[src/hw/irq_ctrl_pkg.sv]
// Purpose: shared constants and carriers for the vectored interrupt state logic
// Assumes: register offsets are byte offsets inside the core private block at 0xe000e000
// Notes: priority words hold one 2-bit field at the top of each byte lane
package irq_ctrl_pkg;

  // ==========================================================================
  // register map, byte offsets
  localparam logic [11:0] ENABLE_SET_OFS = 12'h100;
  localparam logic [11:0] ENABLE_CLR_OFS = 12'h180;
  localparam logic [11:0] PENDING_SET_OFS = 12'h200;
  localparam logic [11:0] PENDING_CLR_OFS = 12'h280;
  localparam logic [11:0] PRIO_BASE_OFS = 12'h400;
  localparam logic [11:0] PRIO_LAST_OFS = 12'h41c;

  // ==========================================================================
  // field layout and reset values
  localparam int PRIO_WIDTH = 2;
  localparam int PRIO_LSB = 6;
  localparam int LANES_PER_WORD = 4;
  localparam int MAX_IRQ = 32;
  localparam logic [31:0] WORD_RESET = 32'h0000_0000;
  localparam logic [1:0] PRIO_RESET = 2'h0;
  localparam logic [31:0] PRIO_UNUSED_MASK = 32'h3f3f_3f3f;

  // ==========================================================================
  // carriers
  typedef struct packed {
    logic valid;
    logic [4:0] id;
  } core_evt_t;

  typedef struct packed {
    logic valid;
    logic [4:0] id;
    logic [1:0] prio;
  } irq_offer_t;

endpackage : irq_ctrl_pkg

[src/hw/irq_state_ctrl.sv]
// Purpose: per-interrupt enable, pending, active and priority state with selection
// Assumes: registers reached by a simple word port; core reports entry and return
// Notes: read data arrives one clock after the read strobe
//
// Notes on behaviour
// RULE_01: writing one to enable-set enables that interrupt; zero ignored; read shows enables.
// RULE_02: writing one to enable-clear disables that interrupt; zero ignored; read shows enables.
// RULE_03: an enabled pending interrupt is offered to the core by priority.
// RULE_04: a disabled interrupt still pends but is never offered while disabled.
// RULE_05: writing one to pending-set makes it pending; zero ignored; read shows pending.
// RULE_06: pending-set leaves pending ones unchanged and also pends disabled ones.
// RULE_07: writing one to pending-clear removes pending; zero ignored; read shows pending.
// RULE_08: pending-clear never changes the active state.
// RULE_09: each interrupt has priority 0 to 3 in its own byte lane; lower is urgent.
// RULE_10: only bits 7:6 of each priority byte are kept; bits 5:0 read zero.
// RULE_11: priority words are accessed only as whole words by software.
// RULE_12: priority of interrupt m is in word m div 4, lane m mod 4.
// RULE_13: pulse lines are sampled each clock and a seen pulse is latched pending.
// RULE_14: a pulse source holds its line high for at least one clock.
// RULE_15: a level source holds its line high until serviced, then drops it.
// RULE_16: pending comes from line high while not active, a rising edge, or software.
// RULE_17: on routine entry the interrupt loses pending and becomes active.
// RULE_18: on level return, line high means pending again, else inactive.
// RULE_19: a pulse during active gives active and pending; return then leaves pending.
// RULE_20: level pending-clear does nothing while the line stays high, else goes inactive.
// RULE_21: pulse pending-clear: pending goes inactive, active-and-pending goes active.
// RULE_22: reset clears enables, pending, active and priorities.
// RULE_23: lowest priority value wins among eligible ones; ties go to the lowest number.
`timescale 1ns/1ps
module irq_state_ctrl #(
  parameter int NUM_IRQ = 32
) (
  // clock and reset
  input wire logic core_clk_i,
  input wire logic rstn_i,
  // peripheral request lines and per-line kind, 1 = level
  input wire logic [NUM_IRQ-1:0] irq_lines_i,
  input wire logic [NUM_IRQ-1:0] level_sense_i,
  // register word port
  input wire logic [11:0] reg_addr_i,
  input wire logic reg_wr_i,
  input wire logic reg_rd_i,
  input wire logic [31:0] reg_wdata_i,
  output logic [31:0] reg_rdata_o,
  // core handshake
  input wire irq_ctrl_pkg::core_evt_t entry_i,
  input wire irq_ctrl_pkg::core_evt_t exit_i,
  output irq_ctrl_pkg::irq_offer_t offer_o,
  // state view
  output logic [NUM_IRQ-1:0] pending_o,
  output logic [NUM_IRQ-1:0] active_o
);

  // ==========================================================================
  // parameter check
  if (NUM_IRQ < 1 || NUM_IRQ > irq_ctrl_pkg::MAX_IRQ)
  begin : g_bad_num
    $error("NUM_IRQ must lie between 1 and 32");
  end

  // ==========================================================================
  // helpers
  function automatic logic [NUM_IRQ-1:0] one_hot(input irq_ctrl_pkg::core_evt_t evt);
    logic [NUM_IRQ-1:0] v;
    v = '0;
    for (int i = 0; i < NUM_IRQ; i++)
    begin
      if (evt.valid && evt.id == 5'(i))
      begin
        v[i] = 1'b1;
      end
    end
    return v;
  endfunction : one_hot

  function automatic logic [31:0] widen(input logic [NUM_IRQ-1:0] v);
    logic [31:0] w;
    w = irq_ctrl_pkg::WORD_RESET;
    w[NUM_IRQ-1:0] = v;
    return w;
  endfunction : widen

  // ==========================================================================
  // state
  logic [NUM_IRQ-1:0] enable_reg;
  logic [NUM_IRQ-1:0] pend_reg;
  logic [NUM_IRQ-1:0] active_reg;
  logic [NUM_IRQ-1:0][1:0] prio_reg;
  logic [NUM_IRQ-1:0] line_level;
  logic [NUM_IRQ-1:0] line_rise;

  // request lines cross into the core clock before any use
  irq_line_sync #(
    .WIDTH(NUM_IRQ)
  ) u_line_sync (
    .core_clk_i(core_clk_i),
    .rstn_i(rstn_i),
    .lines_i(irq_lines_i),
    .level_o(line_level),
    .rise_o(line_rise)
  );

  // ==========================================================================
  // write decode
  logic wr_en_set;
  logic wr_en_clr;
  logic wr_pend_set;
  logic wr_pend_clr;
  logic wr_prio;
  logic [2:0] prio_word;
  logic [NUM_IRQ-1:0] wmask;

  assign wr_en_set = reg_wr_i && reg_addr_i == irq_ctrl_pkg::ENABLE_SET_OFS;
  assign wr_en_clr = reg_wr_i && reg_addr_i == irq_ctrl_pkg::ENABLE_CLR_OFS;
  assign wr_pend_set = reg_wr_i && reg_addr_i == irq_ctrl_pkg::PENDING_SET_OFS;
  assign wr_pend_clr = reg_wr_i && reg_addr_i == irq_ctrl_pkg::PENDING_CLR_OFS;
  // word access only; byte writes are not decoded separately
  assign wr_prio = reg_wr_i && reg_addr_i >= irq_ctrl_pkg::PRIO_BASE_OFS
    && reg_addr_i <= irq_ctrl_pkg::PRIO_LAST_OFS && reg_addr_i[1:0] == 2'h0; // see RULE_11
  assign prio_word = reg_addr_i[4:2];
  assign wmask = reg_wdata_i[NUM_IRQ-1:0];

  // ==========================================================================
  // enable bits: set and clear only touch the written ones
  always_ff @(posedge core_clk_i or negedge rstn_i)
  begin
    if (!rstn_i)
    begin
      enable_reg <= '0; // see RULE_22
    end
    else if (wr_en_set)
    begin
      enable_reg <= enable_reg | wmask; // see RULE_01
    end
    else if (wr_en_clr)
    begin
      enable_reg <= enable_reg & ~wmask; // see RULE_02
    end
  end

  // ==========================================================================
  // pending and active transitions
  logic [NUM_IRQ-1:0] entry_vec;
  logic [NUM_IRQ-1:0] exit_vec;
  logic [NUM_IRQ-1:0] hw_set;
  logic [NUM_IRQ-1:0] sw_set;
  logic [NUM_IRQ-1:0] sw_clr;
  logic [NUM_IRQ-1:0] level_return;

  assign entry_vec = one_hot(entry_i);
  assign exit_vec = one_hot(exit_i);
  // level pends while not active; entry counts as active so the line does not re-pend at once
  assign hw_set = (level_sense_i & line_level & ~(active_reg | entry_vec))
    | (~level_sense_i & line_rise); // see RULE_13 see RULE_16 see RULE_19
  assign sw_set = wr_pend_set ? wmask : '0; // see RULE_05 see RULE_06
  // a level line still high keeps its state against a software clear
  assign sw_clr = wr_pend_clr ? (wmask & ~(level_sense_i & line_level)) : '0; // see RULE_07 see RULE_20 see RULE_21
  assign level_return = exit_vec & level_sense_i & line_level; // see RULE_18

  // set terms win over clear terms in the same cycle
  always_ff @(posedge core_clk_i or negedge rstn_i)
  begin
    if (!rstn_i)
    begin
      pend_reg <= '0;
    end
    else
    begin
      pend_reg <= (pend_reg & ~(sw_clr | entry_vec)) | hw_set | sw_set | level_return; // see RULE_17 see RULE_04
    end
  end

  // only core entry and return move the active bit
  always_ff @(posedge core_clk_i or negedge rstn_i)
  begin
    if (!rstn_i)
    begin
      active_reg <= '0;
    end
    else
    begin
      active_reg <= (active_reg | entry_vec) & ~exit_vec; // see RULE_08 see RULE_17
    end
  end

  // ==========================================================================
  // priority fields, top two bits of each byte lane
  always_ff @(posedge core_clk_i or negedge rstn_i)
  begin
    if (!rstn_i)
    begin
      for (int i = 0; i < NUM_IRQ; i++)
      begin
        prio_reg[i] <= irq_ctrl_pkg::PRIO_RESET;
      end
    end
    else if (wr_prio)
    begin
      for (int i = 0; i < NUM_IRQ; i++)
      begin
        if (3'(i / irq_ctrl_pkg::LANES_PER_WORD) == prio_word)
        begin
          prio_reg[i] <= reg_wdata_i[(i % irq_ctrl_pkg::LANES_PER_WORD) * 8
            + irq_ctrl_pkg::PRIO_LSB +: irq_ctrl_pkg::PRIO_WIDTH]; // see RULE_09 see RULE_10 see RULE_12
        end
      end
    end
  end

  // ==========================================================================
  // read path, one clock latency, unmapped reads give zero
  logic [31:0] prio_read;

  always_comb
  begin
    prio_read = irq_ctrl_pkg::WORD_RESET;
    for (int i = 0; i < NUM_IRQ; i++)
    begin
      if (3'(i / irq_ctrl_pkg::LANES_PER_WORD) == prio_word)
      begin
        prio_read[(i % irq_ctrl_pkg::LANES_PER_WORD) * 8 + irq_ctrl_pkg::PRIO_LSB +: irq_ctrl_pkg::PRIO_WIDTH]
          = prio_reg[i]; // see RULE_10 see RULE_12
      end
    end
  end

  always_ff @(posedge core_clk_i or negedge rstn_i)
  begin
    if (!rstn_i)
    begin
      reg_rdata_o <= irq_ctrl_pkg::WORD_RESET;
    end
    else if (reg_rd_i)
    begin
      case (reg_addr_i)
        irq_ctrl_pkg::ENABLE_SET_OFS: reg_rdata_o <= widen(enable_reg); // see RULE_01
        irq_ctrl_pkg::ENABLE_CLR_OFS: reg_rdata_o <= widen(enable_reg); // see RULE_02
        irq_ctrl_pkg::PENDING_SET_OFS: reg_rdata_o <= widen(pend_reg); // see RULE_05
        irq_ctrl_pkg::PENDING_CLR_OFS: reg_rdata_o <= widen(pend_reg); // see RULE_07
        default:
        begin
          if (reg_addr_i >= irq_ctrl_pkg::PRIO_BASE_OFS && reg_addr_i <= irq_ctrl_pkg::PRIO_LAST_OFS
            && reg_addr_i[1:0] == 2'h0)
          begin
            reg_rdata_o <= prio_read;
          end
          else
          begin
            reg_rdata_o <= irq_ctrl_pkg::WORD_RESET;
          end
        end
      endcase
    end
  end

  // ==========================================================================
  // selection: lowest value first, scan upward so ties keep the lowest number
  logic sel_valid;
  logic [4:0] sel_id;
  logic [1:0] sel_prio;
  logic [NUM_IRQ-1:0] eligible;

  // active ones are held back; nesting by level is the core's business
  assign eligible = pend_reg & enable_reg & ~active_reg; // see RULE_03 see RULE_04

  always_comb
  begin
    sel_valid = 1'b0;
    sel_id = 5'h0;
    sel_prio = 2'h3;
    for (int i = 0; i < NUM_IRQ; i++)
    begin
      if (eligible[i] && (!sel_valid || prio_reg[i] < sel_prio))
      begin
        sel_valid = 1'b1;
        sel_id = 5'(i);
        sel_prio = prio_reg[i]; // see RULE_23
      end
    end
  end

  always_ff @(posedge core_clk_i or negedge rstn_i)
  begin
    if (!rstn_i)
    begin
      offer_o <= '0;
    end
    else
    begin
      offer_o.valid <= sel_valid;
      offer_o.id <= sel_id;
      offer_o.prio <= sel_prio;
    end
  end

  // state view for the core and for debug
  always_ff @(posedge core_clk_i or negedge rstn_i)
  begin
    if (!rstn_i)
    begin
      pending_o <= '0;
      active_o <= '0;
    end
    else
    begin
      pending_o <= pend_reg;
      active_o <= active_reg;
    end
  end

  // ==========================================================================
  // checks
  chk_enable_set_bits: assert property (@(posedge core_clk_i) disable iff (!rstn_i) // see RULE_01
    wr_en_set |=> ((enable_reg & $past(wmask)) == $past(wmask)) && ((enable_reg & ~$past(wmask))
      == ($past(enable_reg) & ~$past(wmask))))
    else $error("enable set write did not set exactly the written bits");

  chk_enable_clear_bits: assert property (@(posedge core_clk_i) disable iff (!rstn_i) // see RULE_02
    wr_en_clr |=> ((enable_reg & $past(wmask)) == '0) && (enable_reg == ($past(enable_reg) & ~$past(wmask))))
    else $error("enable clear write did not clear exactly the written bits");

  chk_offer_is_eligible: assert property (@(posedge core_clk_i) disable iff (!rstn_i) // see RULE_04
    sel_valid |-> enable_reg[sel_id] && pend_reg[sel_id] && !active_reg[sel_id])
    else $error("selected interrupt is not enabled and pending");

  chk_pending_set_write: assert property (@(posedge core_clk_i) disable iff (!rstn_i) // see RULE_05
    wr_pend_set && !entry_i.valid |=> (pend_reg & $past(wmask)) == $past(wmask))
    else $error("pending set write lost a bit");

  chk_clear_keeps_active: assert property (@(posedge core_clk_i) disable iff (!rstn_i) // see RULE_08
    wr_pend_clr && !entry_i.valid && !exit_i.valid |=> active_reg == $past(active_reg))
    else $error("pending clear changed the active state");

  chk_prio_low_zero: assert property (@(posedge core_clk_i) disable iff (!rstn_i) // see RULE_10
    reg_rd_i |=> (reg_rdata_o & irq_ctrl_pkg::PRIO_UNUSED_MASK) == '0
      || !($past(reg_addr_i) >= irq_ctrl_pkg::PRIO_BASE_OFS && $past(reg_addr_i) <= irq_ctrl_pkg::PRIO_LAST_OFS))
    else $error("priority word shows bits in the unused positions");

  chk_pulse_latched: assert property (@(posedge core_clk_i) disable iff (!rstn_i) // see RULE_13
    (line_rise & ~level_sense_i) != '0 |=> (pend_reg & $past(line_rise & ~level_sense_i))
      == $past(line_rise & ~level_sense_i))
    else $error("pulse seen but not latched pending");

  chk_entry_makes_active: assert property (@(posedge core_clk_i) disable iff (!rstn_i) // see RULE_17
    entry_i.valid && !(exit_i.valid && exit_i.id == entry_i.id) |=> active_reg[$past(entry_i.id)] ##1
      active_o[$past(entry_i.id, 2)])
    else $error("entry did not mark the interrupt active");

  chk_reset_clears_all: assert property (@(posedge core_clk_i) // see RULE_22
    $rose(rstn_i) |-> enable_reg == '0 && pend_reg == '0 && active_reg == '0 && prio_reg == '0)
    else $error("state not cleared by reset");

  chk_level_return: assert property (@(posedge core_clk_i) disable iff (!rstn_i) // see RULE_18
    exit_i.valid && level_sense_i[exit_i.id] && line_level[exit_i.id] |=> pend_reg[$past(exit_i.id)]
      && !active_reg[$past(exit_i.id)])
    else $error("level return with line high did not pend again");

endmodule : irq_state_ctrl

[src/hw/irq_line_sync.sv]
// Purpose: bring peripheral request lines into the core clock and find rising edges
// Assumes: lines are asynchronous to core_clk_i
// Notes: edge is taken between second stage and a history stage, never the first
`timescale 1ns/1ps
module irq_line_sync #(
  parameter int WIDTH = 32
) (
  // clock and reset
  input wire logic core_clk_i,
  input wire logic rstn_i,
  // raw lines
  input wire logic [WIDTH-1:0] lines_i,
  // synchronised level and rise
  output logic [WIDTH-1:0] level_o,
  output logic [WIDTH-1:0] rise_o
);

  logic [WIDTH-1:0] meta_reg;
  logic [WIDTH-1:0] sync_reg;
  logic [WIDTH-1:0] hist_reg;

  // ==========================================================================
  // two-stage synchroniser plus history for the edge
  always_ff @(posedge core_clk_i or negedge rstn_i)
  begin
    if (!rstn_i)
    begin
      meta_reg <= '0;
      sync_reg <= '0;
      hist_reg <= '0;
    end
    else
    begin
      meta_reg <= lines_i;
      sync_reg <= meta_reg;
      hist_reg <= sync_reg;
    end
  end

  // a pulse held for one clock is seen here once it clears the synchroniser
  assign level_o = sync_reg;
  assign rise_o = sync_reg & ~hist_reg;

endmodule : irq_line_sync

[config.mk]
export PLATFORM = sky130hd
export DESIGN_NAME = irq_state_ctrl
export DESIGN_NICKNAME = d
export VERILOG_FILES = /design/src/hw/irq_ctrl_pkg.sv /design/src/hw/irq_state_ctrl.sv /design/src/hw/irq_line_sync.sv
export SDC_FILE = /design/constraint.sdc
export NUM_CORES = 1
export LEC_CHECK = 0
export BUFFER_PORTS_ARGS = -buffer_cell sky130_fd_sc_hd__buf_2
export CAP_MARGIN = 15
export CORE_UTILIZATION = 52
export CTS_CLUSTER_DIAMETER = 60
export CTS_CLUSTER_SIZE = 12
export DETAILED_ROUTE_END_ITERATION = 10
export GPL_ROUTABILITY_DRIVEN = 0
export GPL_TIMING_DRIVEN = 0
export MAX_ROUTING_LAYER = met4
export PLACE_DENSITY = 0.71
export SYNTH_ARGS = -nofsm -noshare
export SYNTH_HDL_FRONTEND = slang
export SYNTH_SLANG_ARGS = --single-unit
[constraint.sdc]
create_clock -name core_clk_i -period 13.3 [get_ports core_clk_i]
set_input_delay 2.66 -clock core_clk_i [delete_from_list [all_inputs] [get_ports core_clk_i]]
set_output_delay 2.66 -clock core_clk_i [all_outputs]
set_load 0.05 [all_outputs]
Word level (Yosys, flattened, before mapping)
Cells that the tools add are included.

cells by class
  $lt $le $gt $ge = 33
  eq/ne operators = 73
  mux-type cells = 197
  bitwise gates (word level) = 27
  reduce and logical (&&, ||, !) cells = 181

operator list
  operator                number
  $and A32 B32 Y32        12
  $not A32 Y32            8
  $or A32 B32 Y32         7
  $eq A5 B5 Y1 const B    32
  $mux W32                5
  $mux W5                 30
  $mux W2                 64
  $logic_and A1 B1 Y1     104
  $mux W1                 97
  $eq A5 B4 Y1 const B    16
  $pmux W32 S2            1
  $lt A2 B2 Y1            31
  $eq A5 B3 Y1 const B    8
  $logic_not A1 Y1        31
  $logic_or A1 B1 Y1      31
  $eq A12 B10 Y1 const B  2
  $eq A12 B9 Y1 const B   2
  $eq A5 B2 Y1 const B    4
  $reduce_and A2 Y1       8
  $eq A3 B3 Y1 const A    4
  $ge A12 B11 Y1 const B  1
  $le A12 B11 Y1 const B  1
  $eq A5 B1 Y1 const B    2
  $logic_not A5 Y1        2
  6 further kinds         8

storage, ports and cells
  flip-flop bits (word level) = 360
  output and inout bits = 104

Longest topological paths before layout
Gate-level depths: netlist of run 1.

  word-level depth = 127
  mapped depth = 36
  mapped depth without buffers = 35

By module
From an unflattened synthesis of run 1, not the netlist that was laid out.

unflattened totals
  cells, all modules = 1710
  area total of the unflattened synthesis = 17488.0 sq um

modules (own cells, without submodules)
  module          instances  cells an instance  area each (sq um)  seq. area each (sq um)
  irq_state_ctrl  1          1582               14645.3            6606.3
  irq_line_sync   1          128                2842.7             2402.3

Worst setup path after synthesis of run 1
OpenSTA, ideal clock, no wires.

  kind = register to register
  from = reg pend_reg[0]
  to = reg offer_o[4] (netlist bit)
  arrival time = 7.513 ns
  data required time = 13.236 ns
  slack = 5.723 ns
  cell stages (with the launch flop) = 37
  buffers on the path = 1
  period minus slack after synthesis = 7.577 ns
  path through = dfrtp_1 > and4bb_2 > or2_1 > buf_6 > nor2_4 > and4bb_1 > o2111ai_2 > or3_1 > or4_4 > or3_1 > o21bai_1 > a21o_1 > o21bai_1 > nor2_1 > inv_1 > ha_1 > or2_2 > a21oi_1 > a41oi_1 > o21ai_1 > mux2_1 > inv_1 > ha_1 > o21ai_0 > nand2_1 > inv_1 > or3_1 > a31oi_1 > nor3_1 > mux2i_1 > ha_1 > nor2_1 > nor2_1 > nor2_1 > a21oi_4 > and3b_1 > a21bo_1

on the way
  longest elaborated chain between the ends = 127
  elaborated cells on any way between the ends = 217

ends and longest elaborated chain
  item                                                     RTL line               source
  start: declaration                                       irq_state_ctrl.sv:86   logic [NUM_IRQ-1:0] pend_reg;
  start signal: assignment                                 irq_state_ctrl.sv:169  pend_reg <= (pend_reg & ~(sw_clr | entry_vec)) | hw_set | sw_set | level_return;
  $and A32 B32 Y32 * (2 in a row)                          irq_state_ctrl.sv:264  assign eligible = pend_reg & enable_reg & ~active_reg;
  $mux W2 / $mux W1 (equally long branches)                irq_state_ctrl.sv:273  if (eligible[i] && (!sel_valid || prio_reg[i] < sel_prio))
  $lt A2 B2 Y1 / $logic_not A1 Y1 (equally long branches)  irq_state_ctrl.sv:273
  $logic_or A1 B1 Y1                                       irq_state_ctrl.sv:273
  $logic_and A1 B1 Y1                                      irq_state_ctrl.sv:273
  $mux W2 / $mux W1 (equally long branches)                irq_state_ctrl.sv:273
  $lt A2 B2 Y1 / $logic_not A1 Y1 (equally long branches)  irq_state_ctrl.sv:273
  $logic_or A1 B1 Y1                                       irq_state_ctrl.sv:273
  (+111 left out)                                          -
  $logic_or A1 B1 Y1                                       irq_state_ctrl.sv:273
  $logic_and A1 B1 Y1                                      irq_state_ctrl.sv:273
  $mux W2 / $mux W1 (equally long branches)                irq_state_ctrl.sv:273
  $lt A2 B2 Y1 / $logic_not A1 Y1 (equally long branches)  irq_state_ctrl.sv:273
  $logic_or A1 B1 Y1                                       irq_state_ctrl.sv:273
  $logic_and A1 B1 Y1                                      irq_state_ctrl.sv:273
  $mux W5 *                                                irq_state_ctrl.sv:273
  named net sel_id[2]                                      irq_state_ctrl.sv:259  logic [4:0] sel_id;
  end: declaration                                         irq_state_ctrl.sv:48   output irq_ctrl_pkg::irq_offer_t offer_o,

Mark *: on every way through the listed nets, which the timed path passes. The rest lies on a longest branch.
A chain may end at the register's enable or synchronous reset.

Final worst setup path of run 1
  from = reg active_reg[3]
  to = reg offer_o[4] (netlist bit)

on the way
  longest elaborated chain between the ends = 116
  elaborated cells on any way between the ends = 200

ends and longest elaborated chain
  item                                                     RTL line               source
  start: declaration                                       irq_state_ctrl.sv:87   logic [NUM_IRQ-1:0] active_reg;
  start signal: assignment                                 irq_state_ctrl.sv:182  active_reg <= (active_reg | entry_vec) & ~exit_vec;
  $not A32 Y32 *                                           irq_state_ctrl.sv:264
  $and A32 B32 Y32 *                                       irq_state_ctrl.sv:264
  $logic_and A1 B1 Y1 *                                    irq_state_ctrl.sv:273
  $mux W2 / $mux W1 (equally long branches)                irq_state_ctrl.sv:273
  $lt A2 B2 Y1 / $logic_not A1 Y1 (equally long branches)  irq_state_ctrl.sv:273
  $logic_or A1 B1 Y1                                       irq_state_ctrl.sv:273
  $logic_and A1 B1 Y1                                      irq_state_ctrl.sv:273
  $mux W2 / $mux W1 (equally long branches)                irq_state_ctrl.sv:273
  (+101 left out)                                          -
  $logic_or A1 B1 Y1                                       irq_state_ctrl.sv:273
  $logic_and A1 B1 Y1                                      irq_state_ctrl.sv:273
  $mux W2 / $mux W1 (equally long branches)                irq_state_ctrl.sv:273
  $lt A2 B2 Y1 / $logic_not A1 Y1 (equally long branches)  irq_state_ctrl.sv:273
  $logic_or A1 B1 Y1                                       irq_state_ctrl.sv:273
  $logic_and A1 B1 Y1                                      irq_state_ctrl.sv:273
  $mux W5 *                                                irq_state_ctrl.sv:273
  named net sel_id[2]                                      irq_state_ctrl.sv:259

Marked as above.

==> impl_results.md, run 1 <==
- Worst slew margin: 0.235
- Synthesized area: between 15000 and 20000 um^2
- Worst-path clk slew: around 0.060 ns
- Post-route cell area: about 20000 um^2
- Die Y: between 150 and 200 um
- Number of flip-flops in the largest register: 64
- #FFs+latches synth: between 300 and 400
- Cells after Synth: approximately 1700
- Max-slew violations: 0
- Core area: 31700 um^2
- Reg2Reg Depth: 35
- Placed wire-length estimate: roughly 40000 um
- P_leak: ~9 nW
- Critical Path AT: between 9 and 10 ns
- Power, Total: about 2.5 mW
- Synth area leaders: dfrtp_1, a21oi_1, nand2_1, nor2_1, o21ai_0
- Power Density: 129 nW/um^2
- Layout cell share with drive strength beyond 1: 0.186
- Fmax achieved: 113 MHz
- Die footprint: approximately 33000 um^2
- H-tree depth: 2
- Non-Filler Instances: between 2000 and 2500
- Worst R2R Start: active_reg[3]
- Hold WC Path Type: flop to flop
- CP required: ~14 ns
- Area leader, netlist: dfrtp_1
- Post-synthesis cell type count: 93
- Total track usage: 0.337
- Max Cap Viol: 0
- Floorplan row count: 65
- Antenna-violating nets left: 0
- Fin crit period: 8.88 ns
- Post-synthesis sequential area ratio: 0.533
- CP max FO: 10
- Initial antenna violation count: 9
- Synth Area per Inst: about 9.9 um^2
- Clock Skews: about 0.019 ns
- Setup TNS: 0 ns
- Clock buffer depth: 3
- WL/cell: approximately 22 um
- Largest net degree at the start of global routing: ~120
- DR DRC count: 0
- DRT iter0 DRCs: around 1800
- Vias after detailed routing: roughly 15000
- Worst vdd ir: 91.6 uV
- Setup-failing EPs final: 0
- Number of buffers created by CTS: 36
- I/O Buffers: about 220
- Initial Util: 0.533
- Critical path type: flop to flop
- Post-cts sizing count: 0
- Period utilisation layout: 0.667
- Post-synth EDFFs: 0
- Worst setup EP type: flop
- Clock root buffer: clkbuf_16
- Synth warn: 0
- Hold_sp: u_line_sync.meta_reg[26]
- # hold bufs at CTS: 0
- Area share of the largest cell type after synthesis: 0.533
- Hold Fails Final Rpt: 0
- Post-CTS Setup Inserts: 0
- Area after DPL: roughly 19000 um^2
- R2R Path End: offer_o[4]
- Vias per inst: 6.27
- Crit-path max cell delay: around 0.58 ns
- Placed insts: 2342
- Worst Setup Start Kind: flop
- Worst-Skew Late Latency: around 0.53 ns
- CTS tree: done
- DR pass1 iterations: 6
- WHS Path Cells: 0
- Final WL: 53500 um
- Min-Delay Endpoint: u_line_sync.level_o[26]
- Vias in the first global route: 14500
- Internal reg-to-reg setup slack: 4.42 ns
- Clock Sinks: 360
- # IOs: about 230
- CP most frequent cell: nor2_1
- Nets: ~2100
- Slowest CP cell: nor4_2
- Ys async rst share: 1.00
- First-pass GRT wire length: ~83000 um
- Syn_nets: approximately 1800
- Aggregate global routing overflow: 0
- Die width: between 150 and 200 um
- Measured slew at the worst slew-check pin: between 1 and 1.5 ns
- RSZ-0062 raised after global routing: false
- Status: finished, final reports clean
- Main synth FF type: dfrtp_1
- Area Overhead vs Synth: 16.1%
==> worst max path at each step <==
stage	cells after the start	slack (ns)	endpoint	startpoint
global route	35	3.76	offer_o[4]	active_reg[3]
floorplan	36	5.72	offer_o[4]	pend_reg[0]
global placement	1	2.89	offer_o[3]	rstn_i
finish	35	4.42	offer_o[4]	active_reg[3]
detailed placement	35	4.64	offer_o[4]	active_reg[2]
CTS	35	4.60	offer_o[4]	active_reg[3]
==> routing by layer <==
metal | up-vias | wire length (um) | global-route usage | part of all wire
li1 | 6760 | - | - | -
met1 | 7398 | 22700 | 0.462 | 0.42
met2 | 735 | 24400 | 0.513 | 0.46
met3 | 117 | 4740 | 0.0579 | 0.089
met4 | 0 | 1620 | 0.112 | 0.030
met5 | - | 0 | - | 0
==> cells in the mapped netlist (12+ instances only) <==
library cell,instances
dfrtp_1,360
nand2_1,207
nor2_1,188
a21oi_1,175
o21ai_0,122
a31oi_1,61
clkbuf_1,52
mux2_2,50
a211o_1,41
inv_1,36
a22oi_1,35
nand3b_1,25
nand3_1,24
nand2b_1,22
nor3_1,22
a21o_1,20
maj3_1,18
o22a_1,13
or2_2,13
buf_1,12
mux2i_1,12
or3_1,12
==> cell families (layout without fill, tap and decap cells) <==
| group | count (synthesis) | count (layout) | share of synthesized area |
|---|---|---|---|
| buffers and inverters | 101 | 369 | 0.0229 |
| muxes | 66 | 66 | 0.0451 |
| other | 0 | 9 | 0 |
| AOI/OAI and AO/OA | 578 | 578 | 0.222 |
| and+or+nand+nor | 588 | 588 | 0.163 |
| adders and majority gates | 21 | 21 | 0.0129 |
| DFF | 360 | 360 | 0.533 |
==> metrics by stage <==
step                hold WS, ns  worst slack, ns  utilization
finish                    0.343             4.42        0.618
global route              0.347             3.76        0.618
CTS                       0.345             4.60        0.617
detailed placement        0.335             4.64        0.587
global placement          0.331             2.89        0.583
floorplan                 0.331             5.72            -
==> cell type report <==
cell class / count / area (um^2)
Tap cell: 402 / 503
Clock inverter: 4 / 62.6
Clock buffer: 38 / 918
Sequential cell: 360 / 9010
Inverter: 36 / 135
Multi-Input combinational cell: 1253 / 7500
Buffer: 65 / 251
Timing Repair Buffer: 226 / 1210
Fill cell: 2674 / 12100
Antenna cell: 9 / 22.5
==> cells in the final DEF (no fill, tap or decap), types with 13 or more instances in the layout <==
cell,count
dfrtp_1,360
clkbuf_16,36
maj3_1,18
nand3_1,24
o21ai_0,122
inv_1,36
buf_2,222
a211o_1,41
a21oi_1,175
or2_2,13
nand2b_1,22
a22oi_1,35
mux2_2,50
nand3b_1,25
a31oi_1,61
nor3_1,22
o22a_1,13
nor2_1,188
clkbuf_1,53
nand2_1,207
a21o_1,20
==> worst max-delay path, delay by kind of cell (launching register included) <==
kind / cells / cell delay (ns)
muxes: 2 / 0.69
adders and majority gates: 2 / 0.41
AOI/OAI and AO/OA: 16 / 3.83
and+or+nand+nor: 13 / 3.18
DFF: 1 / 0.43
buffers and inverters: 2 / 0.21
==> power by group <==
group / switching [mW] / total (mW) / internal [mW]
logic: 0.276 / 0.373 / 0.0964
registers: 0.0606 / 1.23 / 1.17
clock network: 0.405 / 0.913 / 0.508
total: 0.742 / 2.52 / 1.78
Power figures use the tool's default switching activity.
==> run 2, diff against run 1 <==
==> constraint.sdc (replaced) <==
create_clock -name core_clk_i -period 9.31 [get_ports core_clk_i]
set_input_delay 1.862 -clock core_clk_i [delete_from_list [all_inputs] [get_ports core_clk_i]]
set_output_delay 1.862 -clock core_clk_i [all_outputs]
set_load 0.05 [all_outputs]
==> run 2 against run 1 <==
  * Critical path depth down 1
  * Flip-flop and latch count unchanged
  * First-iteration DRC count is 12% lower
  * Worst hold slack improved by 0.0021 ns
  * Power increased by 43%
  * Cell area rose by 0.17%
  * Critical endpoint unchanged
  * Largest cell class unchanged
==> impl_results.md, run 2 (synthesis results as in run 1) <==
- FILL cells: 2669 (-0.19%)
- Internal reg-to-reg setup slack: 0.67 ns (-3.75 ns)
- Clock Sinks: 360 (unchanged)
- Nets: 2105 (unchanged)
- Floorplan row count: 65 (unchanged)
- Worst R2R Start: pend_reg[4]
- Initial antenna violation count: 9 (unchanged)
- DRT iter0 DRCs: 1560 (-12%)
- I/O Buffers: 221 (unchanged)
- Slowest CP cell: nor4bb_1
- Hold Fails Final Rpt: 0 (unchanged)
- Worst vdd ir: 132 uV (+44%)
- Worst Setup Start Kind: flop
- Total track usage: 0.337 (unchanged)
- Vias after detailed routing: 15000 (+0.13%)
- Crit path launch: pend_reg[4]
- RSZ-0062 raised after global routing: false
- Commonest non-fill, non-tap cell in the layout: dfrtp_1
- Post-CTS Setup Inserts: 0 (unchanged)
- # IOs: 228 (unchanged)
- CP max FO: 6 (-4)
- First-pass GRT wire length: 82800 um (unchanged)
- DR pass1 iterations: 6 (unchanged)
- Measured slew at the worst slew-check pin: 1.15 ns (+0.00736 ns)
- Worst slew margin: 0.230 (-0.00494)
- H-tree depth: 2 (unchanged)
- Clock buffer depth: 3 (unchanged)
- Vias in the first global route: 14500 (unchanged)
- Hold WC Path Type: flop to flop
- Area Overhead vs Synth: 16.3%
- Largest net degree at the start of global routing: 119 (unchanged)
- Worst-path clk slew: 0.06 ns (about the same)
- Power Density: 183 nW/um^2 (+43%)
- P_leak: 8.81 nW (+0.11%)
- # hold bufs at CTS: 0 (unchanged)
- CP most frequent cell: nor2_1
- Worst setup EP type: flop
- Status: finished, final reports clean
- Post-route cell area: 19600 um^2 (+0.17%)
- Pre-CTS setup slack: 0.646 ns (-3.99 ns)
- DR DRC count: 0 (unchanged)
- Antenna-violating nets left: 0 (unchanged)
- Critical path type: flop to flop
- CTS tree: done
- Clock Skews: 0.0199 ns (+0.00128 ns)
- WL/cell: 22.4 um (about the same)
- Die footprint: 33200 um^2 (unchanged)
- Placed wire-length estimate: 40000 um (unchanged)
- Final WL: 53500 um (about the same)
- Vias per inst: 6.28 (+0.13%)
- Worst setup endpoint: offer_o[4]
- Initial Util: 0.533 (unchanged)
- Worst-Skew Late Latency: 0.53 ns (about the same)
- CP required: 9.71 ns (-3.99 ns)
- Die width: 182 um (unchanged)
- R2R Path End: offer_o[4]
- Layout cell share with drive strength beyond 1: 0.188 (+0.00202)
- Period utilisation layout: 0.928 (+0.261)
- Crit-path max cell delay: 0.89 ns (+0.31 ns)
- Reg2Reg Depth: 34 (-2.9%)
- Setup-failing EPs final: 0 (unchanged)
- Area after DPL: 18600 um^2 (unchanged)
- Post-cts sizing count: 0 (unchanged)
- Number of buffers created by CTS: 36 (unchanged)
- Die Y: 182 um (unchanged)
- Aggregate global routing overflow: 0 (unchanged)
- WHS Path Cells: 0 (unchanged)
- Critical Path AT: 9.04 ns (-0.23 ns)
- Number of flip-flops in the largest register: 64 (unchanged)
- Clock root buffer: clkbuf_16
- Fmax achieved: 116 MHz (+2.7%)
- Max-slew violations: 0 (unchanged)
- Max Cap Viol: 0 (unchanged)
- Fin crit period: 8.64 ns (-0.237 ns)
- Core area: 31700 um^2 (unchanged)
- Commonest non-fill, non-tap cells in the layout: dfrtp_1, buf_2, nand2_1, nor2_1, a21oi_1
- Worst Slack Setup Final: 0.670 ns (-3.75 ns)
-- run 2: worst min path at each step --
stage	startpoint	to	slack [ns]
2_1_floorplan	u_line_sync.meta_reg[0]	u_line_sync.level_o[0]	0.33
3_3_place_gp	u_line_sync.meta_reg[21]	u_line_sync.level_o[21]	0.33
3_5_place_dp	u_line_sync.meta_reg[25]	u_line_sync.level_o[25]	0.33
4_1_cts	u_line_sync.meta_reg[26]	u_line_sync.level_o[26]	0.34
5_1_grt	u_line_sync.meta_reg[26]	u_line_sync.level_o[26]	0.35
6_report	u_line_sync.meta_reg[26]	u_line_sync.level_o[26]	0.34
-- run 2: where the power goes --
group	switching, mW	leakage, nW	internal [mW]	total [mW]
Clock	0.575	0.478	0.726	1.30
Sequential	0.0867	4.24	1.68	1.76
Combinational	0.394	4.09	0.138	0.533
-- run 2: layer usage --
metal  vias up  track usage  part of all wire
li1       6755            -                 -
met1      7403        0.462              0.43
met2       749        0.513              0.46
met3       123       0.0579             0.087
met4         0        0.112             0.031
met5         -            -                 0
-- run 2: final cells by class --
| class | instances | area, um^2 | share of cell area |
|---|---|---|---|
| buffer | 65 | 251 | 0.0128 |
| clock inverter | 4 | 62.6 | 0.00319 |
| antenna | 9 | 22.5 | 0.00115 |
| clock buffer | 38 | 918 | 0.0468 |
| timing repair buffer | 226 | 1210 | 0.0615 |
| tap | 402 | 503 | 0.0256 |
| sequential | 360 | 9010 | 0.459 |
| inverter | 36 | 135 | 0.00688 |
| multi-input combinational | 1253 | 7530 | 0.383 |
-- run 2: worst max-delay path, delay by kind of cell, from the launching register on --
| family | cells | cell delay [ns] |
|---|---|---|
| AND/OR/NAND/NOR | 12 | 2.97 |
| AO/OA/AOI/OAI | 16 | 3.88 |
| flip-flops | 1 | 0.46 |
| adder cells (fa/ha/maj) | 2 | 0.47 |
| buffers and inverters | 2 | 0.15 |
| multiplexers | 2 | 0.55 |
-- run 2: metrics by stage --
| step | util | total power, mW | TNS [ns] | hold WS, ns | cells |
|---|---|---|---|---|---|
| final | 0.619 | 3.60 | 0 | 0.345 | 2393 |
| after global routing | 0.619 | 3.71 | 0 | 0.347 | 2393 |
| after CTS | 0.617 | 3.61 | 0 | 0.345 | 2384 |
| after detailed placement | 0.587 | 2.31 | 0 | 0.335 | 2342 |
| after global placement | 0.583 | 2.30 | -103.14 | 0.331 | 2337 |
| after floorplan | - | 2.09 | 0 | 0.331 | 1714 |
==> run 3, diff against run 2 <==
--- a/config.mk
+++ b/config.mk
@@ -5,6 +5,7 @@
 export SDC_FILE = /design/constraint.sdc
 export NUM_CORES = 1
 export LEC_CHECK = 0
+export ABC_AREA = 1
 export BUFFER_PORTS_ARGS = -buffer_cell sky130_fd_sc_hd__buf_2
 export CAP_MARGIN = 15
 export CORE_UTILIZATION = 52
==> run 3 against run 2 <==
  * The flow now finishes with violations (setup timing)
  * Global-route usage shrank 0.34 points
  * Fmax shrank 49%
  * Utilization grew 3.5 points
  * Clock skew grew 0.00085 ns
  * Cell area grew 5.2%
  * Die area shrank 1.1%
  * Power grew to 2.6 times the previous value
  * Combinational power grew to 12 times the previous value
  * Worst hold slack lost 0.0057 ns
  * Critical endpoint is now offer_o[1]
  * Largest power group is now combinational cells
==> impl_results.md, run 3 <==
- DR pass1 iterations: 6 (unchanged)
- CP required: 9.72 ns (about the same)
- Commonest non-fill, non-tap cells in the layout: nand2_1, dfrtp_1, inv_1, buf_2, nor2_1
- Layout cell share with drive strength beyond 1: 0.229 (+0.0414)
- WL/cell: 19.3 um (-14%)
- # IOs: 228 (unchanged)
- P_leak: 10.4 nW (+19%)
- Largest net degree at the start of global routing: 130 (+9.2%)
- Non-Filler Instances: 2801 (+17%)
- Hold Worst Slack: 0.339 ns (-0.00574 ns)
- Syn_nets: 2153 (+17%)
- Internal reg-to-reg setup slack: -7.75 ns (-8.43 ns)
- Count leader, synth: nand2_1
- Main synth FF type: dfrtp_1
- Final WL: 54100 um (+1.1%)
- Met3 wire length: 4940 um (+5.7%)
- Worst Slack Setup Final: -7.75 ns (-8.43 ns)
- M1 WL: 21400 um (-5.7%)
- Placed insts: 2658 (+13%)
- Die width: 181 um (-0.54%)
- Worst slew margin: 0.242 (+0.0120)
- Power Density: 447 nW/um^2 (+140%)
- Hold Fails Final Rpt: 0 (unchanged)
- Max Cap Viol: 0 (unchanged)
- Reg2Reg Depth: 189 (+460%)
- Die Y: 181 um (-0.54%)
- Post-synthesis sequential area ratio: 0.539 (+0.00587)
- Synth area leaders: dfrtp_1, nand2_1, inv_1, nand3_1, nor2_1
- Vias after detailed routing: 15800 (+5.0%)
- Cells after Synth: 2026 (+18%)
- CP most frequent cell: nand2_2
- Number of flip-flops in the largest register: 64 (unchanged)
- Aggregate global routing overflow: 0 (unchanged)
- Clock Sinks: 360 (unchanged)
- Crit path depth: 189 (+460%)
- Max-slew violations: 0 (unchanged)
- Initial antenna violation count: 8 (-1)
- Synth Area per Inst: 8.25 um^2 (-16%)
- Post-synth top cells: nand2_1, dfrtp_1, inv_1
- Synthesized area: 16700 um^2 (-1.1%)
- DR top layer: met4
- Fin crit period: 17.06 ns (+8.43 ns)
- Area Overhead vs Synth: 23.6%
- Measured slew at the worst slew-check pin: 1.13 ns (-0.0179 ns)
- Crit-path max cell delay: 0.41 ns (-0.48 ns)
- Initial Util: 0.529 (-0.00308)
- Worst R2R Start: pend_reg[0]
- Critical Path AT: 17.48 ns (+8.44 ns)
- #FFs+latches synth: 360 (unchanged)
- Slowest CP cell: dfrtp_1
- Violated checks: setup timing
- Clock Skews: 0.0207 ns (+0.000850 ns)
- Antenna-violating nets left: 0 (unchanged)
- Vias in the first global route: 15000 (+3.4%)
- Setup-failing EPs final: 7 (+7)
- Hold_sp: u_line_sync.meta_reg[22]
- Floorplan row count: 65 (unchanged)
- Clock buffer depth: 3 (unchanged)
- Commonest non-fill, non-tap cell in the layout: nand2_1
- CTS tree: done
- Number of buffers created by CTS: 37 (+2.8%)
- CP max FO: 7 (+1)
- H-tree depth: 2 (unchanged)
- # hold bufs at CTS: 0 (unchanged)
- Routed wl met2: 25000 um (+2.1%)
- Hold WC Path Type: flop to flop
- DR DRC count: 0 (unchanged)
- Worst vdd ir: 352 uV (+170%)
- Die footprint: 32800 um^2 (-1.1%)
- RSZ-0062 raised after global routing: true
- Area leader, netlist: dfrtp_1
- Worst setup endpoint: offer_o[1]
- Critical path type: flop to flop
- I/O Buffers: 226 (+2.3%)
- Worst-Skew Late Latency: 0.53 ns (about the same)
- Status: complete, but fails checks
- First-pass GRT wire length: 81100 um (-2.1%)
- R2R Path End: offer_o[1]
- Vias per inst: 5.64 (-10%)
- Nets: 2509 (+19%)
- Fmax achieved: 58.6 MHz (-49%)
- Area share of the largest cell type after synthesis: 0.539 (+0.00587)
- Crit path launch: pend_reg[0]
- Period utilisation layout: 1.83 (+0.905)
- Ys async rst share: 1.00 (unchanged)
- Worst setup EP type: flop
- CP delay by family, top: simple AND/OR/NAND/NOR gates
- Worst-path clk slew: 0.06 ns (about the same)
- Post-synthesis cell type count: 40 (-57%)
- DRT iter0 DRCs: 1426 (-8.6%)
- Core area: 31600 um^2 (-0.51%)
- Synth warn: 0 (unchanged)
- Worst Setup Start Kind: flop
- Placed wire-length estimate: 39100 um (-2.2%)
- Critical path buffers and inverters: 7 (+5)
- Clock root buffer: clkbuf_16
- FILL cells: 2617 (-1.9%)
- Total track usage: 0.334 (-0.00341)
- Post-synth EDFFs: 0 (unchanged)
[run 3: worst min-delay path by stage]
stage	to	cells past startpoint
floorplan	u_line_sync.level_o[0]	0
global placement	u_line_sync.level_o[21]	0
detailed placement	u_line_sync.level_o[24]	0
CTS	u_line_sync.level_o[22]	0
global route	u_line_sync.level_o[22]	0
finish	u_line_sync.level_o[22]	0
[run 3: cells by family (layout without fill, tap and decap cells)]
group,after synthesis,count (layout),synth area share
adders and majority gates,3,3,0.00225
DFF,360,360,0.539
AOI/OAI and AO/OA,278,278,0.106
muxes,32,32,0.0192
buffers and inverters,383,745,0.0861
other,0,11,0
and+or+nand+nor,970,970,0.247
[run 3: worst reg2reg max path, delay by kind of cell (launching register included)]
family	cells	cell delay [ns]
AND/OR/NAND/NOR	176	14.73
flip-flops	1	0.41
AO/OA/AOI/OAI	3	0.32
adder cells (fa/ha/maj)	3	0.80
buffers and inverters	7	0.67
[run 3: through the flow]
| stage | total power, mW | worst slack (ns) | instance area, um^2 | utilization | TNS, ns |
|---|---|---|---|---|---|
| 2_1_floorplan | 4.92 | -4.79 | 16700 | - | -33.16 |
| 3_3_place_gp | 5.60 | -6.74 | 18400 | 0.582 | -171.91 |
| 3_5_place_dp | 5.71 | -7.17 | 18500 | 0.585 | -49.90 |
| 4_1_cts | 7.64 | -6.94 | 19800 | 0.629 | -48.41 |
| 5_1_grt | 9.87 | -9.29 | 20600 | 0.654 | -64.76 |
| 6_report | 9.24 | -7.75 | 20700 | 0.654 | -53.99 |
[run 3: area by class of cell]
| class | instances | area [um^2] | share of cell area |
|---|---|---|---|
| flip-flops and latches | 360 | 9010 | 0.436 |
| multi-input cells | 1283 | 6750 | 0.327 |
| repair buffers | 317 | 1920 | 0.0931 |
| inverters | 347 | 1310 | 0.0632 |
| clock buffers | 39 | 933 | 0.0452 |
| well taps | 402 | 503 | 0.0244 |
| plain buffers | 36 | 135 | 0.00654 |
| clock inverters | 6 | 70.1 | 0.00339 |
| diodes | 11 | 27.5 | 0.00133 |
[run 3: power by group]
group | switching [mW] | internal [mW] | total [mW]
combinational | 3.54 | 2.60 | 6.14
clock | 0.591 | 0.741 | 1.33
sequential | 0.0731 | 1.69 | 1.77
[run 3: routing by layer]
metal / track usage / up-vias
met5: - / -
met4: 0.140 / 0
met3: 0.0635 / 190
met2: 0.517 / 838
met1: 0.432 / 7537
li1: - / 7224
[run 3: repair_timing]
| item | CTS | global route |
|---|---|---|
| hold endpoints to repair | 0 | 0 |
| setup endpoints to repair | 7 | 7 |
| buffers inserted | 39 | 48 |
| pin swaps | 53 | 144 |
| gates cloned | 0 | 0 |
| resized for setup | 18 | 132 |
